===== src/hw/irq_defines.svh =====
// constants of the interrupt mask, vector and gpio trigger block
// assumes an 8-bit register port and one gpio port of up to eight pins
`ifndef IRQ_DEFINES_SVH
`define IRQ_DEFINES_SVH

// ****************************************************************
// register offsets
// ****************************************************************
`define ADDR_PORT_DATA        8'h00
`define ADDR_PIN_IRQ_ENABLE   8'h01
`define ADDR_EDGE_SEL_LOW     8'h02
`define ADDR_EDGE_SEL_HIGH    8'h03
`define ADDR_GENERAL_MASK     8'he0
`define ADDR_BLOCK_MASK       8'he1
`define ADDR_IRQ_VECTOR       8'he2

// ****************************************************************
// reset values and fields
// ****************************************************************
`define RST_BYTE              8'h00
`define RST_SOURCES           15'h0000
`define GEN_SUPPLY_BIT        0
`define GEN_COL_LSB           1
`define GEN_COL_MSB           4
`define GEN_GPIO_BIT          5
`define GEN_SLEEP_BIT         6
`define GEN_WRITABLE          8'h7f

// ****************************************************************
// vectors and source slots (lower slot wins)
// ****************************************************************
`define VEC_BASE              8'h04
`define VEC_STEP              8'h04
`define VEC_NONE              8'h00
`define NUM_SOURCES           15
`define SLOT_SUPPLY           0
`define SLOT_BLOCK_LSB        1
`define SLOT_BLOCK_MSB        8
`define SLOT_COL_LSB          9
`define SLOT_COL_MSB          12
`define SLOT_GPIO             13
`define SLOT_SLEEP            14

`endif


===== src/hw/irq_pkg.sv =====
// types shared by the interrupt block and its gpio trigger cells
// assumes nothing beyond a SystemVerilog compiler
`default_nettype none
package irq_pkg;
    // trigger code formed as {edge_select_high, edge_select_low}
    typedef enum logic [1:0] {
        TRIG_NONE    = 2'h0,
        TRIG_RISING  = 2'h1,
        TRIG_FALLING = 2'h2,
        TRIG_CHANGE  = 2'h3
    } trig_mode_e;

    typedef struct packed {
        logic [7:0] addr;
        logic [7:0] wdata;
        logic       wr;
        logic       rd;
    } reg_req_s;
endpackage
`default_nettype wire


===== src/hw/gpio_pin_trigger.sv =====
// one gpio pin: trigger detection and its per-pin interrupt output
// assumes the pin level is synchronous to clk
`default_nettype none
module gpio_pin_trigger
    import irq_pkg::*;
(
    input  wire logic       clk,
    input  wire logic       reset,
    input  wire logic       pin,
    input  wire logic       enable,
    input  wire irq_pkg::trig_mode_e mode,
    input  wire logic       capture,
    output logic            irq_out
);
    logic prev;
    logic captured;
    logic latched;
    logic edge_hit;

    always_ff @(posedge clk) begin
        if (reset) begin
            prev <= 1'b0;
        end else begin
            prev <= pin;
        end
    end

    // level seen at the last port read [RULE10]
    always_ff @(posedge clk) begin
        if (reset) begin
            captured <= 1'b0;
        end else if (capture) begin
            captured <= pin;
        end
    end

    always_comb begin
        edge_hit = ((mode == TRIG_RISING) && pin && !prev) ||
                   ((mode == TRIG_FALLING) && !pin && prev); // [RULE9]
    end

    // edge latch cleared by a port read; a new edge wins over the clear
    always_ff @(posedge clk) begin
        if (reset) begin
            latched <= 1'b0;
        end else if (edge_hit) begin
            latched <= 1'b1;
        end else if (capture || mode == TRIG_NONE) begin
            latched <= 1'b0;
        end
    end

    always_comb begin
        case (mode)
            TRIG_CHANGE: irq_out = enable && (pin != captured); // [RULE10] [RULE7]
            TRIG_NONE:   irq_out = 1'b0;                        // [RULE11]
            default:     irq_out = enable && latched;           // [RULE7]
        endcase
    end
endmodule // gpio_pin_trigger
`default_nettype wire


===== src/hw/irq_priority_pick.sv =====
// picks the lowest-numbered active request and forms its vector byte
// assumes slot 0 is the highest priority
`default_nettype none
`include "irq_defines.svh"
module irq_priority_pick #(
    parameter int N = `NUM_SOURCES
) (
    input  wire logic [N-1:0] req,
    output logic              valid,
    output logic [7:0]        vector
);
    initial begin
        if (N < 1 || N > 15) begin
            $error("irq_priority_pick: N must be 1..15");
        end
    end

    function automatic logic [3:0] lowest(input logic [N-1:0] r);
        logic [3:0] idx;
        idx = 4'h0;
        for (int i = N - 1; i >= 0; i--) begin
            if (r[i]) begin
                idx = 4'(i);
            end
        end
        return idx;
    endfunction

    always_comb begin
        valid  = |req;
        vector = `VEC_NONE;                                      // [RULE19]
        if (valid) begin
            vector = 8'(`VEC_BASE + {4'h0, lowest(req)} * `VEC_STEP); // [RULE18] [RULE20]
        end
    end
endmodule // irq_priority_pick
`default_nettype wire


===== src/hw/irq_mask_vector_gpio.sv =====
// interrupt pending flops, masks, vector register and gpio aggregation
// assumes single clock, sources give one-cycle event pulses, port reads
// of ADDR_PORT_DATA come over the same register port
//
// Overview of operation
// RULE1 - general mask at E0h resets zero; bit6 sleep, bit5 gpio, bit0 supply
// RULE2 - general mask bits 4..1 enable analog columns 3..0
// RULE3 - block mask at E1h resets zero; bits enable digital blocks 7..0
// RULE4 - reading vector register E2h gives highest-priority pending vector
// RULE5 - any write to vector register clears every pending flag
// RULE6 - all pin interrupts merge into one source, one priority, one vector
// RULE7 - pin polarity selectable, each pin masked by its enable bit
// RULE8 - pin interrupt needs its pin enable and general mask gpio bit
// RULE9 - trigger types: change since last read, rising edge, falling edge
// RULE10 - change mode captures pin on port read, fires when pin differs
// RULE11 - trigger code 00 gives no interrupt; software picks nonzero code
// RULE12 - software sets drive mode so the pin works as input
// RULE13 - gpio request also needs processor global interrupt enable
// RULE14 - pin outputs are ORed; gpio pending sets on OR rising edge only
// RULE15 - while any pin output stays high no further gpio request arises
// RULE16 - each source has a pending flop held until serviced, reset or write
// RULE17 - pending requests only when its mask and global enable are set
// RULE18 - lowest priority number wins; supply is 1, sleep is 15
// RULE19 - acknowledge with no enabled pending source yields vector zero
// RULE20 - vector byte is 04h plus four per priority step, zero if none
//
// Design decision made here: strobed register access.
`default_nettype none
`include "irq_defines.svh"
module irq_mask_vector_gpio
    import irq_pkg::*;
#(
    parameter int NUM_PINS = 8
) (
    input  wire logic           CLK,
    input  wire logic           RESET,
    input  wire irq_pkg::reg_req_s REG_REQ,
    output logic [7:0]          REG_RDATA,
    input  wire logic           SUPPLY_EVENT,
    input  wire logic           SLEEP_EVENT,
    input  wire logic [7:0]     BLOCK_EVENT,
    input  wire logic [3:0]     COLUMN_EVENT,
    input  wire logic [NUM_PINS-1:0] PIN_IN,
    input  wire logic           GLOBAL_IE,
    input  wire logic           IRQ_ACK,
    output logic                IRQ_REQ,
    output logic [7:0]          IRQ_VECTOR
);
    initial begin
        if (NUM_PINS < 1 || NUM_PINS > 8) begin
            $error("irq_mask_vector_gpio: NUM_PINS must be 1..8");
        end
    end

    // ****************************************************************
    // register state
    // ****************************************************************
    logic [7:0]                general_irq_mask;
    logic [7:0]                block_irq_mask;
    logic [NUM_PINS-1:0]       port_pin_irq_enable;
    logic [NUM_PINS-1:0]       port_edge_select_low;
    logic [NUM_PINS-1:0]       port_edge_select_high;
    logic [`NUM_SOURCES-1:0]   pending;
    logic [`NUM_SOURCES-1:0]   source_enable;
    logic [`NUM_SOURCES-1:0]   source_event;
    logic [`NUM_SOURCES-1:0]   active;
    logic [`NUM_SOURCES-1:0]   ack_clear;
    logic [NUM_PINS-1:0]       pin_irq_out;
    logic                      pins_any;
    logic                      pins_any_prev;
    logic                      gpio_event;
    logic                      port_read;
    logic                      vector_write;
    logic                      pick_valid;
    logic [7:0]                pick_vector;

    function automatic logic hit(input reg_req_s r, input logic [7:0] a);
        return r.addr == a;
    endfunction

    always_comb begin
        port_read    = REG_REQ.rd && hit(REG_REQ, `ADDR_PORT_DATA);
        vector_write = REG_REQ.wr && hit(REG_REQ, `ADDR_IRQ_VECTOR);
    end

    always_ff @(posedge CLK) begin
        if (RESET) begin
            general_irq_mask <= `RST_BYTE;                     // [RULE1]
        end else if (REG_REQ.wr && hit(REG_REQ, `ADDR_GENERAL_MASK)) begin
            general_irq_mask <= REG_REQ.wdata & `GEN_WRITABLE; // [RULE1] [RULE2]
        end
    end

    always_ff @(posedge CLK) begin
        if (RESET) begin
            block_irq_mask <= `RST_BYTE;                       // [RULE3]
        end else if (REG_REQ.wr && hit(REG_REQ, `ADDR_BLOCK_MASK)) begin
            block_irq_mask <= REG_REQ.wdata;                   // [RULE3]
        end
    end

    always_ff @(posedge CLK) begin
        if (RESET) begin
            port_pin_irq_enable   <= '0;
            port_edge_select_low  <= '0;
            port_edge_select_high <= '0;
        end else if (REG_REQ.wr) begin
            if (hit(REG_REQ, `ADDR_PIN_IRQ_ENABLE)) begin
                port_pin_irq_enable <= REG_REQ.wdata[NUM_PINS-1:0]; // [RULE7]
            end else if (hit(REG_REQ, `ADDR_EDGE_SEL_LOW)) begin
                port_edge_select_low <= REG_REQ.wdata[NUM_PINS-1:0];
            end else if (hit(REG_REQ, `ADDR_EDGE_SEL_HIGH)) begin
                port_edge_select_high <= REG_REQ.wdata[NUM_PINS-1:0];
            end
        end
    end

    // ****************************************************************
    // gpio pins
    // ****************************************************************
    for (genvar p = 0; p < NUM_PINS; p++) begin : g_pin
        gpio_pin_trigger u_trig (
            .clk     (CLK),
            .reset   (RESET),
            .pin     (PIN_IN[p]),
            .enable  (port_pin_irq_enable[p]),
            .mode    (trig_mode_e'({port_edge_select_high[p],
                                    port_edge_select_low[p]})), // [RULE11]
            .capture (port_read),
            .irq_out (pin_irq_out[p])
        );
    end

    always_comb begin
        pins_any = |pin_irq_out;                               // [RULE6] [RULE14]
    end

    always_ff @(posedge CLK) begin
        if (RESET) begin
            pins_any_prev <= 1'b0;
        end else begin
            pins_any_prev <= pins_any;
        end
    end

    always_comb begin
        gpio_event = pins_any && !pins_any_prev;               // [RULE14] [RULE15]
    end

    // ****************************************************************
    // pending flops and request
    // ****************************************************************
    always_comb begin
        source_event = {SLEEP_EVENT, gpio_event, COLUMN_EVENT,
                        BLOCK_EVENT, SUPPLY_EVENT};
        source_enable = {general_irq_mask[`GEN_SLEEP_BIT],
                         general_irq_mask[`GEN_GPIO_BIT],      // [RULE8]
                         general_irq_mask[`GEN_COL_MSB:`GEN_COL_LSB], // [RULE2]
                         block_irq_mask,
                         general_irq_mask[`GEN_SUPPLY_BIT]};
        active = pending & source_enable;                      // [RULE17]
    end

    irq_priority_pick #(
        .N (`NUM_SOURCES)
    ) u_pick (
        .req    (active),
        .valid  (pick_valid),
        .vector (pick_vector)
    );

    // one-hot of the slot being serviced on acknowledge
    always_comb begin
        ack_clear = '0;
        for (int s = 0; s < `NUM_SOURCES; s++) begin
            if (IRQ_ACK && pick_valid &&
                pick_vector == 8'(`VEC_BASE + 8'(s) * `VEC_STEP)) begin
                ack_clear[s] = 1'b1;                           // [RULE16]
            end
        end
    end

    // new events win over acknowledge and vector-write clears
    always_ff @(posedge CLK) begin
        if (RESET) begin
            pending <= `RST_SOURCES;                           // [RULE16]
        end else if (vector_write) begin
            pending <= source_event;                           // [RULE5]
        end else begin
            pending <= (pending & ~ack_clear) | source_event;  // [RULE16]
        end
    end

    always_comb begin
        IRQ_REQ = GLOBAL_IE && pick_valid;                     // [RULE13] [RULE17]
    end

    always_ff @(posedge CLK) begin
        if (RESET) begin
            IRQ_VECTOR <= `VEC_NONE;
        end else if (IRQ_ACK) begin
            IRQ_VECTOR <= pick_vector;                         // [RULE18] [RULE19]
        end
    end

    // ****************************************************************
    // read data, one cycle after the strobe
    // ****************************************************************
    always_ff @(posedge CLK) begin
        if (RESET) begin
            REG_RDATA <= `RST_BYTE;
        end else if (REG_REQ.rd) begin
            if (hit(REG_REQ, `ADDR_GENERAL_MASK)) begin
                REG_RDATA <= general_irq_mask;
            end else if (hit(REG_REQ, `ADDR_BLOCK_MASK)) begin
                REG_RDATA <= block_irq_mask;
            end else if (hit(REG_REQ, `ADDR_IRQ_VECTOR)) begin
                REG_RDATA <= pick_vector;                      // [RULE4] [RULE20]
            end else if (hit(REG_REQ, `ADDR_PORT_DATA)) begin
                REG_RDATA <= 8'(PIN_IN);
            end else if (hit(REG_REQ, `ADDR_PIN_IRQ_ENABLE)) begin
                REG_RDATA <= 8'(port_pin_irq_enable);
            end else if (hit(REG_REQ, `ADDR_EDGE_SEL_LOW)) begin
                REG_RDATA <= 8'(port_edge_select_low);
            end else if (hit(REG_REQ, `ADDR_EDGE_SEL_HIGH)) begin
                REG_RDATA <= 8'(port_edge_select_high);
            end else begin
                REG_RDATA <= `RST_BYTE;
            end
        end else begin
            REG_RDATA <= `RST_BYTE;
        end
    end
endmodule // irq_mask_vector_gpio
`default_nettype wire


===== config.mk =====
export PLATFORM = sky130hd
export DESIGN_NAME = irq_mask_vector_gpio
export DESIGN_NICKNAME = d
export VERILOG_FILES = /design/src/hw/irq_pkg.sv /design/src/hw/gpio_pin_trigger.sv /design/src/hw/irq_priority_pick.sv /design/src/hw/irq_mask_vector_gpio.sv
export VERILOG_INCLUDE_DIRS = /design/src /design/src/hw
export SDC_FILE = /design/constraint.sdc
export NUM_CORES = 1
export LEC_CHECK = 0
export BUFFER_PORTS_ARGS = -buffer_cell sky130_fd_sc_hd__buf_2
export CORE_ASPECT_RATIO = 1.75
export CORE_MARGIN = 3
export CORE_UTILIZATION = 50
export CTS_CLUSTER_SIZE = 25
export DETAILED_ROUTE_END_ITERATION = 12
export GPL_TIMING_DRIVEN = 0
export HOLD_SLACK_MARGIN = 0.06
export PLACE_DENSITY_LB_ADDON = 0.15
export SYNTH_ARGS = -nofsm -noshare
export SYNTH_HDL_FRONTEND = slang
export SYNTH_SLANG_ARGS = --single-unit

===== constraint.sdc =====
create_clock -name CLK -period 8 [get_ports CLK]
set_input_delay 1.2 -clock CLK [delete_from_list [all_inputs] [get_ports CLK]]
set_output_delay 1.2 -clock CLK [all_outputs]
set_load 0.01 [all_outputs]

==> results.sh, run 1 <==
export IMPL_ir_drop_v=0.000118
export IMPL_overflow=0
export IMPL_nNetsFinal=627
export IMPL_hold_viol_final=0
export IMPL_worstPathMaxFanout=7
export IMPL_maxCapViolCount=0
export IMPL_status="finished, final reports clean"
export IMPL_drive_gt1_share_pct=14.8
export IMPL_cts_resized=0
export IMPL_yosysUniqueCellTypes=50
export IMPL_clk_path_buf_depth=2
export IMPL_start_util_pct=52.5
export IMPL_crit_start="pending[1]"
export IMPL_setup_viol=0
export IMPL_cts_tree="yes"
export IMPL_io_buffers=55
export IMPL_post_cts_buffers=0
export IMPL_drt_iter0_markers=196
export IMPL_maxSlewViolCount=0
export IMPL_fin_tns_setup_ns=0
export IMPL_hold_path_class="flip-flop to flip-flop"
export IMPL_rsz0062_at_grt="no"
export IMPL_tightest_slew_ns=0.910
export IMPL_h_tree_depth=3
export IMPL_grt_max_degree=15
export IMPL_leakagePower_uw=0.00197
export IMPL_core_area_um2=8480
export IMPL_synth_area_um2=4450
export IMPL_dpl_worst_slack_ns=4.36
export IMPL_drt_drc_violations_left=0
export IMPL_min_to="g_pin[0].u_trig.captured"
export IMPL_r2r_start="pending[1]"
export IMPL_path_clk_slew_ns=0.06
export IMPL_num_rows=44
export IMPL_hp_start="g_pin[0].u_trig.captured"
export IMPL_clk_latency_ns=0.34
export IMPL_gpl_final_weighted_congestion=0.991
export IMPL_final_common_cell="dfxtp_1"
export IMPL_synthesis_yosys_warnings=0
export IMPL_reg2reg_depth=10
export IMPL_synthArstFlopShare_pct=0
export IMPL_holdPathStages=2
export IMPL_cts_buffers=9
export IMPL_area_growth_pct=16.8
export IMPL_syn_inst=514
export IMPL_timing_rr_end="pending[1]"
export IMPL_postRouteWirelength_mm=14.3
export IMPL_vias_per_cell=6.21
export IMPL_rrSetupSlack_ns=4.41
export IMPL_antenna_cells=0
export IMPL_cts_root_buf="clkbuf_16"
export IMPL_synthFlopType="dfxtp_1"
export IMPL_timing_final_crit_period_ns=3.59
export IMPL_critPathLaunchType="flip-flop"
export IMPL_ys_ff_latch=92
export IMPL_ant_nets=0
export IMPL_dp_hpwl_mm=11.0
export IMPL_slew_headroom_pct=39.3
export IMPL_cp_required_ns=8.23
export IMPL_powerDensity_nw_per_um2=190
export IMPL_fmax_ghz=0.278
export IMPL_grt_pass1_wl_mm=22.4
export IMPL_die_w_um=77.3
export IMPL_die_y_um=131
export IMPL_fin_crit_sh_pct=44.9
export IMPL_setup_ws_ns=4.41
export IMPL_grtUsageTotal_pct=29.1
export IMPL_synth_edf_count=0
export IMPL_first_pass_iters=5
export IMPL_wl_per_cell_um=20.4
export IMPL_final_cell_mix="dfxtp_1, nand2_1, a21oi_1"
export IMPL_syn_mean_instance_area_um2=8.66
export IMPL_hold_buffers=0
export IMPL_vias=4361
export IMPL_ys_seq_area_share_pct=41.4
export IMPL_path_class="flip-flop to flip-flop"
export IMPL_clock_skew_ns=0.00444
export IMPL_cts_num_sinks=92
export IMPL_worstPathArrival_ns=3.83
export IMPL_antenna_found_initial=0
export IMPL_end_kind="flip-flop"
export IMPL_first_global_vias=4405
export IMPL_dieArea_um2=10100
export IMPL_ioPinCount=61
-- synthesized netlist by cell type, types with 2 or more instances --
library cell | n | share of area [%]
dfxtp_1 | 92 | 41
nand2_1 | 69 | 5.8
a21oi_1 | 57 | 6.4
nand3_1 | 33 | 3.7
nor2_1 | 33 | 2.8
clkbuf_1 | 23 | 1.9
mux2i_1 | 19 | 4.3
a32o_1 | 15 | 3.4
nor4bb_1 | 14 | 3.1
o211ai_1 | 14 | 2.4
o21ai_0 | 11 | 1.2
a22oi_1 | 10 | 1.7
nand4_1 | 9 | 1.3
inv_1 | 8 | 0.67
nor2b_1 | 8 | 1.1
or3_1 | 7 | 0.98
xnor2_1 | 6 | 1.2
xor2_1 | 6 | 1.2
and2_1 | 5 | 0.70
and3_1 | 5 | 0.70
mux4_2 | 5 | 2.5
nor3_1 | 5 | 0.56
a22o_1 | 4 | 0.79
a31oi_1 | 4 | 0.56
a32oi_1 | 4 | 0.79
nand4b_1 | 4 | 0.79
nor4_1 | 4 | 0.56
or4_1 | 4 | 0.67
buf_4 | 3 | 0.51
mux2_2 | 3 | 0.76
nand2b_1 | 3 | 0.42
o22ai_1 | 3 | 0.42
a211oi_1 | 2 | 0.34
a221oi_1 | 2 | 0.39
a222oi_1 | 2 | 0.45
a41oi_1 | 2 | 0.39
and3b_1 | 2 | 0.39
nor3b_1 | 2 | 0.34
-- cells by family (layout without fill, tap and decap cells) --
| kind of cell | after synthesis | count (layout) | synth area share (%) |
|---|---|---|---|
| compound gates | 134 | 134 | 20.0 |
| fa+ha+maj | 1 | 1 | 0.281 |
| simple gates | 212 | 212 | 25.1 |
| mux | 27 | 27 | 7.56 |
| other cells | 1 | 3 | 0.0843 |
| flops | 92 | 92 | 41.4 |
| buf+inv | 35 | 106 | 3.20 |
| xor+xnor | 12 | 12 | 2.36 |
-- per-layer routing --
layer | wire length, µm | part of all wire, % | GRT usage [%] | vias up
met2 | 7410 | 52 | 53.2 | 163
met4 | 1200 | 8.4 | 24.9 | 0
li1 | - | - | - | 2064
met3 | 633 | 4.4 | 5.21 | 64
met1 | 5050 | 35 | 27.9 | 2070
met5 | 0 | 0 | 0 | -
-- critical path, stage by stage, from the launching register on --
cell,delay [ns]
dfxtp_1,0.35
a22oi_1,0.36
nand3_1,0.16
a211oi_1,0.54
or2_4,0.28
inv_1,0.14
ha_1,0.31
o2111ai_1,0.34
nand3_1,0.27
or4_1,0.46
a32o_1,0.26
-- worst max-delay path by stage --
stage | to | cells past startpoint | slack, ns
detailed placement | g_pin[5].u_trig.latched | 8 | 4.36
floorplan | port_edge_select_high[0] | 6 | 5.08
global placement | g_pin[6].u_trig.latched | 8 | 4.40
finish | pending[1] | 10 | 4.41
CTS | pending[1] | 10 | 4.43
global route | pending[1] | 10 | 4.18
-- state kept, by name (all words and copies together), names as in the netlist --
register and flops:
g_pin.u_trig.captured 8, g_pin.u_trig.prev 8, pending 15, block_irq_mask 8, port_pin_irq_enable 8, port_edge_select_high 8, g_pin.u_trig.latched 8, IRQ_VECTOR 5
REG_RDATA 8, pins_any_prev 1, port_edge_select_low 8, general_irq_mask 7
-- through the flow --
stage / utilization, % / cell area (µm²) / hold WS (ns) / power, µW / std cells
finish: 61.3 / 5200 / 0.468 / 989 / 702
global route: 61.3 / 5200 / 0.492 / 1020 / 702
CTS: 61.3 / 5200 / 0.468 / 993 / 702
detailed placement: 57.5 / 4880 / 0.459 / 546 / 686
global placement: 57.5 / 4880 / 0.452 / 545 / 686
floorplan: - / 4460 / 0.442 / 514 / 516
-- power breakdown --
part / internal [µW] / switching (µW)
Sequential: 467 / 8.46
Combinational: 23.7 / 37.3
Clock: 276 / 176
Total: 767 / 222
-- cell type report --
cell class / instances / area (µm²)
Sequential cell: 92 / 1840
Timing Repair Buffer: 55 / 275
Fill cell: 810 / 3280
Multi-Input combinational cell: 389 / 2470
Inverter: 8 / 30.0
Clock buffer: 13 / 280
Buffer: 27 / 113
Clock inverter: 3 / 42.5
Tap cell: 115 / 144
No activity file was read; power rests on OpenSTA's default activity.
==> inputs of run 2 (changes only) <==
==> constraint.sdc (replaced) <==
create_clock -name CLK -period 3.35 [get_ports CLK]
set_input_delay 0.5025 -clock CLK [delete_from_list [all_inputs] [get_ports CLK]]
set_output_delay 0.5025 -clock CLK [all_outputs]
set_load 0.01 [all_outputs]
==> results.sh, run 2 (synthesis gave the netlist of run 1 again) <==
export IMPL_overflow=0
export IMPL_num_rows=44
export IMPL_drive_gt1_share_pct=15.5
export IMPL_first_global_vias=4407
export IMPL_grt_max_degree=15
export IMPL_cts_root_buf="clkbuf_16"
export IMPL_timing_final_crit_period_ns=3.25
export IMPL_antenna_cells=0
export IMPL_powerDensity_nw_per_um2=453
export IMPL_antenna_found_initial=0
export IMPL_final_common_cell="dfxtp_1"
export IMPL_nNetsFinal=627
export IMPL_io_buffers=55
export IMPL_crit_buf_inv=1
export IMPL_cts_num_sinks=92
export IMPL_core_area_um2=8480
export IMPL_dp_hpwl_mm=11.0
export IMPL_cp_required_ns=3.58
export IMPL_hold_path_class="primary input to flip-flop"
export IMPL_rsz0062_at_grt="yes"
export IMPL_die_w_um=77.3
export IMPL_fin_area_um2=5230
export IMPL_top_register="pending"
export IMPL_gpl_final_weighted_congestion=0.991
export IMPL_grt_pass1_wl_mm=22.4
export IMPL_vias=4365
export IMPL_wl_per_cell_um=20.4
export IMPL_cts_buffers=9
export IMPL_die_y_um=131
export IMPL_clk_latency_ns=0.34
export IMPL_crit_path_max_incr_delay_ns=0.50
export IMPL_largest_register_ffs=15
export IMPL_postRouteWirelength_mm=14.3
export IMPL_slew_headroom_pct=39.9
export IMPL_vias_per_cell=6.22
export IMPL_path_class="flip-flop to flip-flop"
export IMPL_first_pass_iters=5
export IMPL_fmax_ghz=0.307
export IMPL_maxSlewViolCount=0
export IMPL_cp_common_cell="a32o_1"
export IMPL_hold_viol_final=0
export IMPL_critPathLaunchType="flip-flop"
export IMPL_end_kind="flip-flop"
export IMPL_area_growth_pct=17.4
export IMPL_worstPathArrival_ns=3.49
export IMPL_ant_nets=0
export IMPL_leakagePower_uw=0.00197
export IMPL_clock_skew_ns=0.00524
export IMPL_maxCapViolCount=0
export IMPL_tightest_slew_ns=0.901
export IMPL_clk_path_buf_depth=2
export IMPL_cts_tree="yes"
export IMPL_path_clk_slew_ns=0.06
export IMPL_drt_iter0_markers=198
export IMPL_drt_drc_violations_left=0
export IMPL_worstPathCellList="nand2_1 > a32o_1 > a221o_1 > or2_4 > inv_1 > ha_2 > nor2_1 > a22o_1 > or4_1 > a32o_1"
export IMPL_start_util_pct=52.5
export IMPL_total_power_uw=2370
export IMPL_status="finished, final reports clean"
export IMPL_dp_cells=686
export IMPL_hold_buffers=0
export IMPL_holdWs_ns=0.366
export IMPL_h_tree_depth=3
export IMPL_dieArea_um2=10100
export IMPL_fin_crit_sh_pct=97.1
export IMPL_worstPathMaxFanout=8
export IMPL_ir_drop_v=0.000283
export IMPL_setup_viol=0
export IMPL_crit_family="compound AO/OA/AOI/OAI gates"
export IMPL_grtUsageTotal_pct=29.1
export IMPL_final_cells=702
export IMPL_ioPinCount=61
export IMPL_slowest_stage="or4_1"
export IMPL_final_cell_mix="dfxtp_1, nand2_1, a21oi_1"
export IMPL_placed_area_um2=4880
[run 2: cell count changes in the layout (fill, tap and decap cells not counted)]
| cell | change |
|---|---|
| a211oi_1 | -1 |
| a22oi_1 | -2 |
| ha_1 | -1 |
| a22oi_2 | +2 |
| ha_2 | +1 |
| a211oi_4 | +1 |
[run 2: routing by layer]
layer	track usage (%)	vias to the layer above	routed length, µm
met2	53.4	177	7480
met3	5.28	61	620
met4	24.6	0	1160
met5	0	-	0
li1	-	2063	-
met1	28.0	2064	5070
[run 2: final timing paths]
kind | startpoint | endpoint | slack [ns] | cells past startpoint
max | block_irq_mask[4] | pending[1] | 0.1 | 10
min | COLUMN_EVENT[3] | pending[12] | 0.37 | 2
max reg2reg | block_irq_mask[4] | pending[1] | 0.1 | 10
min reg2reg | g_pin[0].u_trig.captured | g_pin[0].u_trig.captured | 0.47 | 2
[run 2: repair_timing]
action	CTS	global route
resized for setup	3	2
setup endpoints to repair	9	9
buffers inserted	0	0
[run 2: cell type report]
type / instances / area (µm²)
repair buffers: 55 / 275
clock inverters: 3 / 42.5
clock buffers: 13 / 280
inverters: 8 / 30.0
fillers: 810 / 3250
flip-flops and latches: 92 / 1840
multi-input cells: 389 / 2500
plain buffers: 27 / 113
well taps: 115 / 144
[run 2: report_power, final]
group,switching (µW),internal [µW]
clock,425,659
combinational,89.7,56.8
sequential,21.1,1120
total,535,1830
[run 2: metrics by stage]
stage / setup TNS [ns] / util, % / setup WS, ns
after floorplan: 0 / - / 0.516
after global placement: -1.48 / 57.5 / -0.216
after detailed placement: -1.24 / 57.5 / -0.196
after CTS: 0 / 61.5 / 0.0294
after global routing: -0.0364 / 61.6 / -0.0364
final: 0 / 61.6 / 0.0972
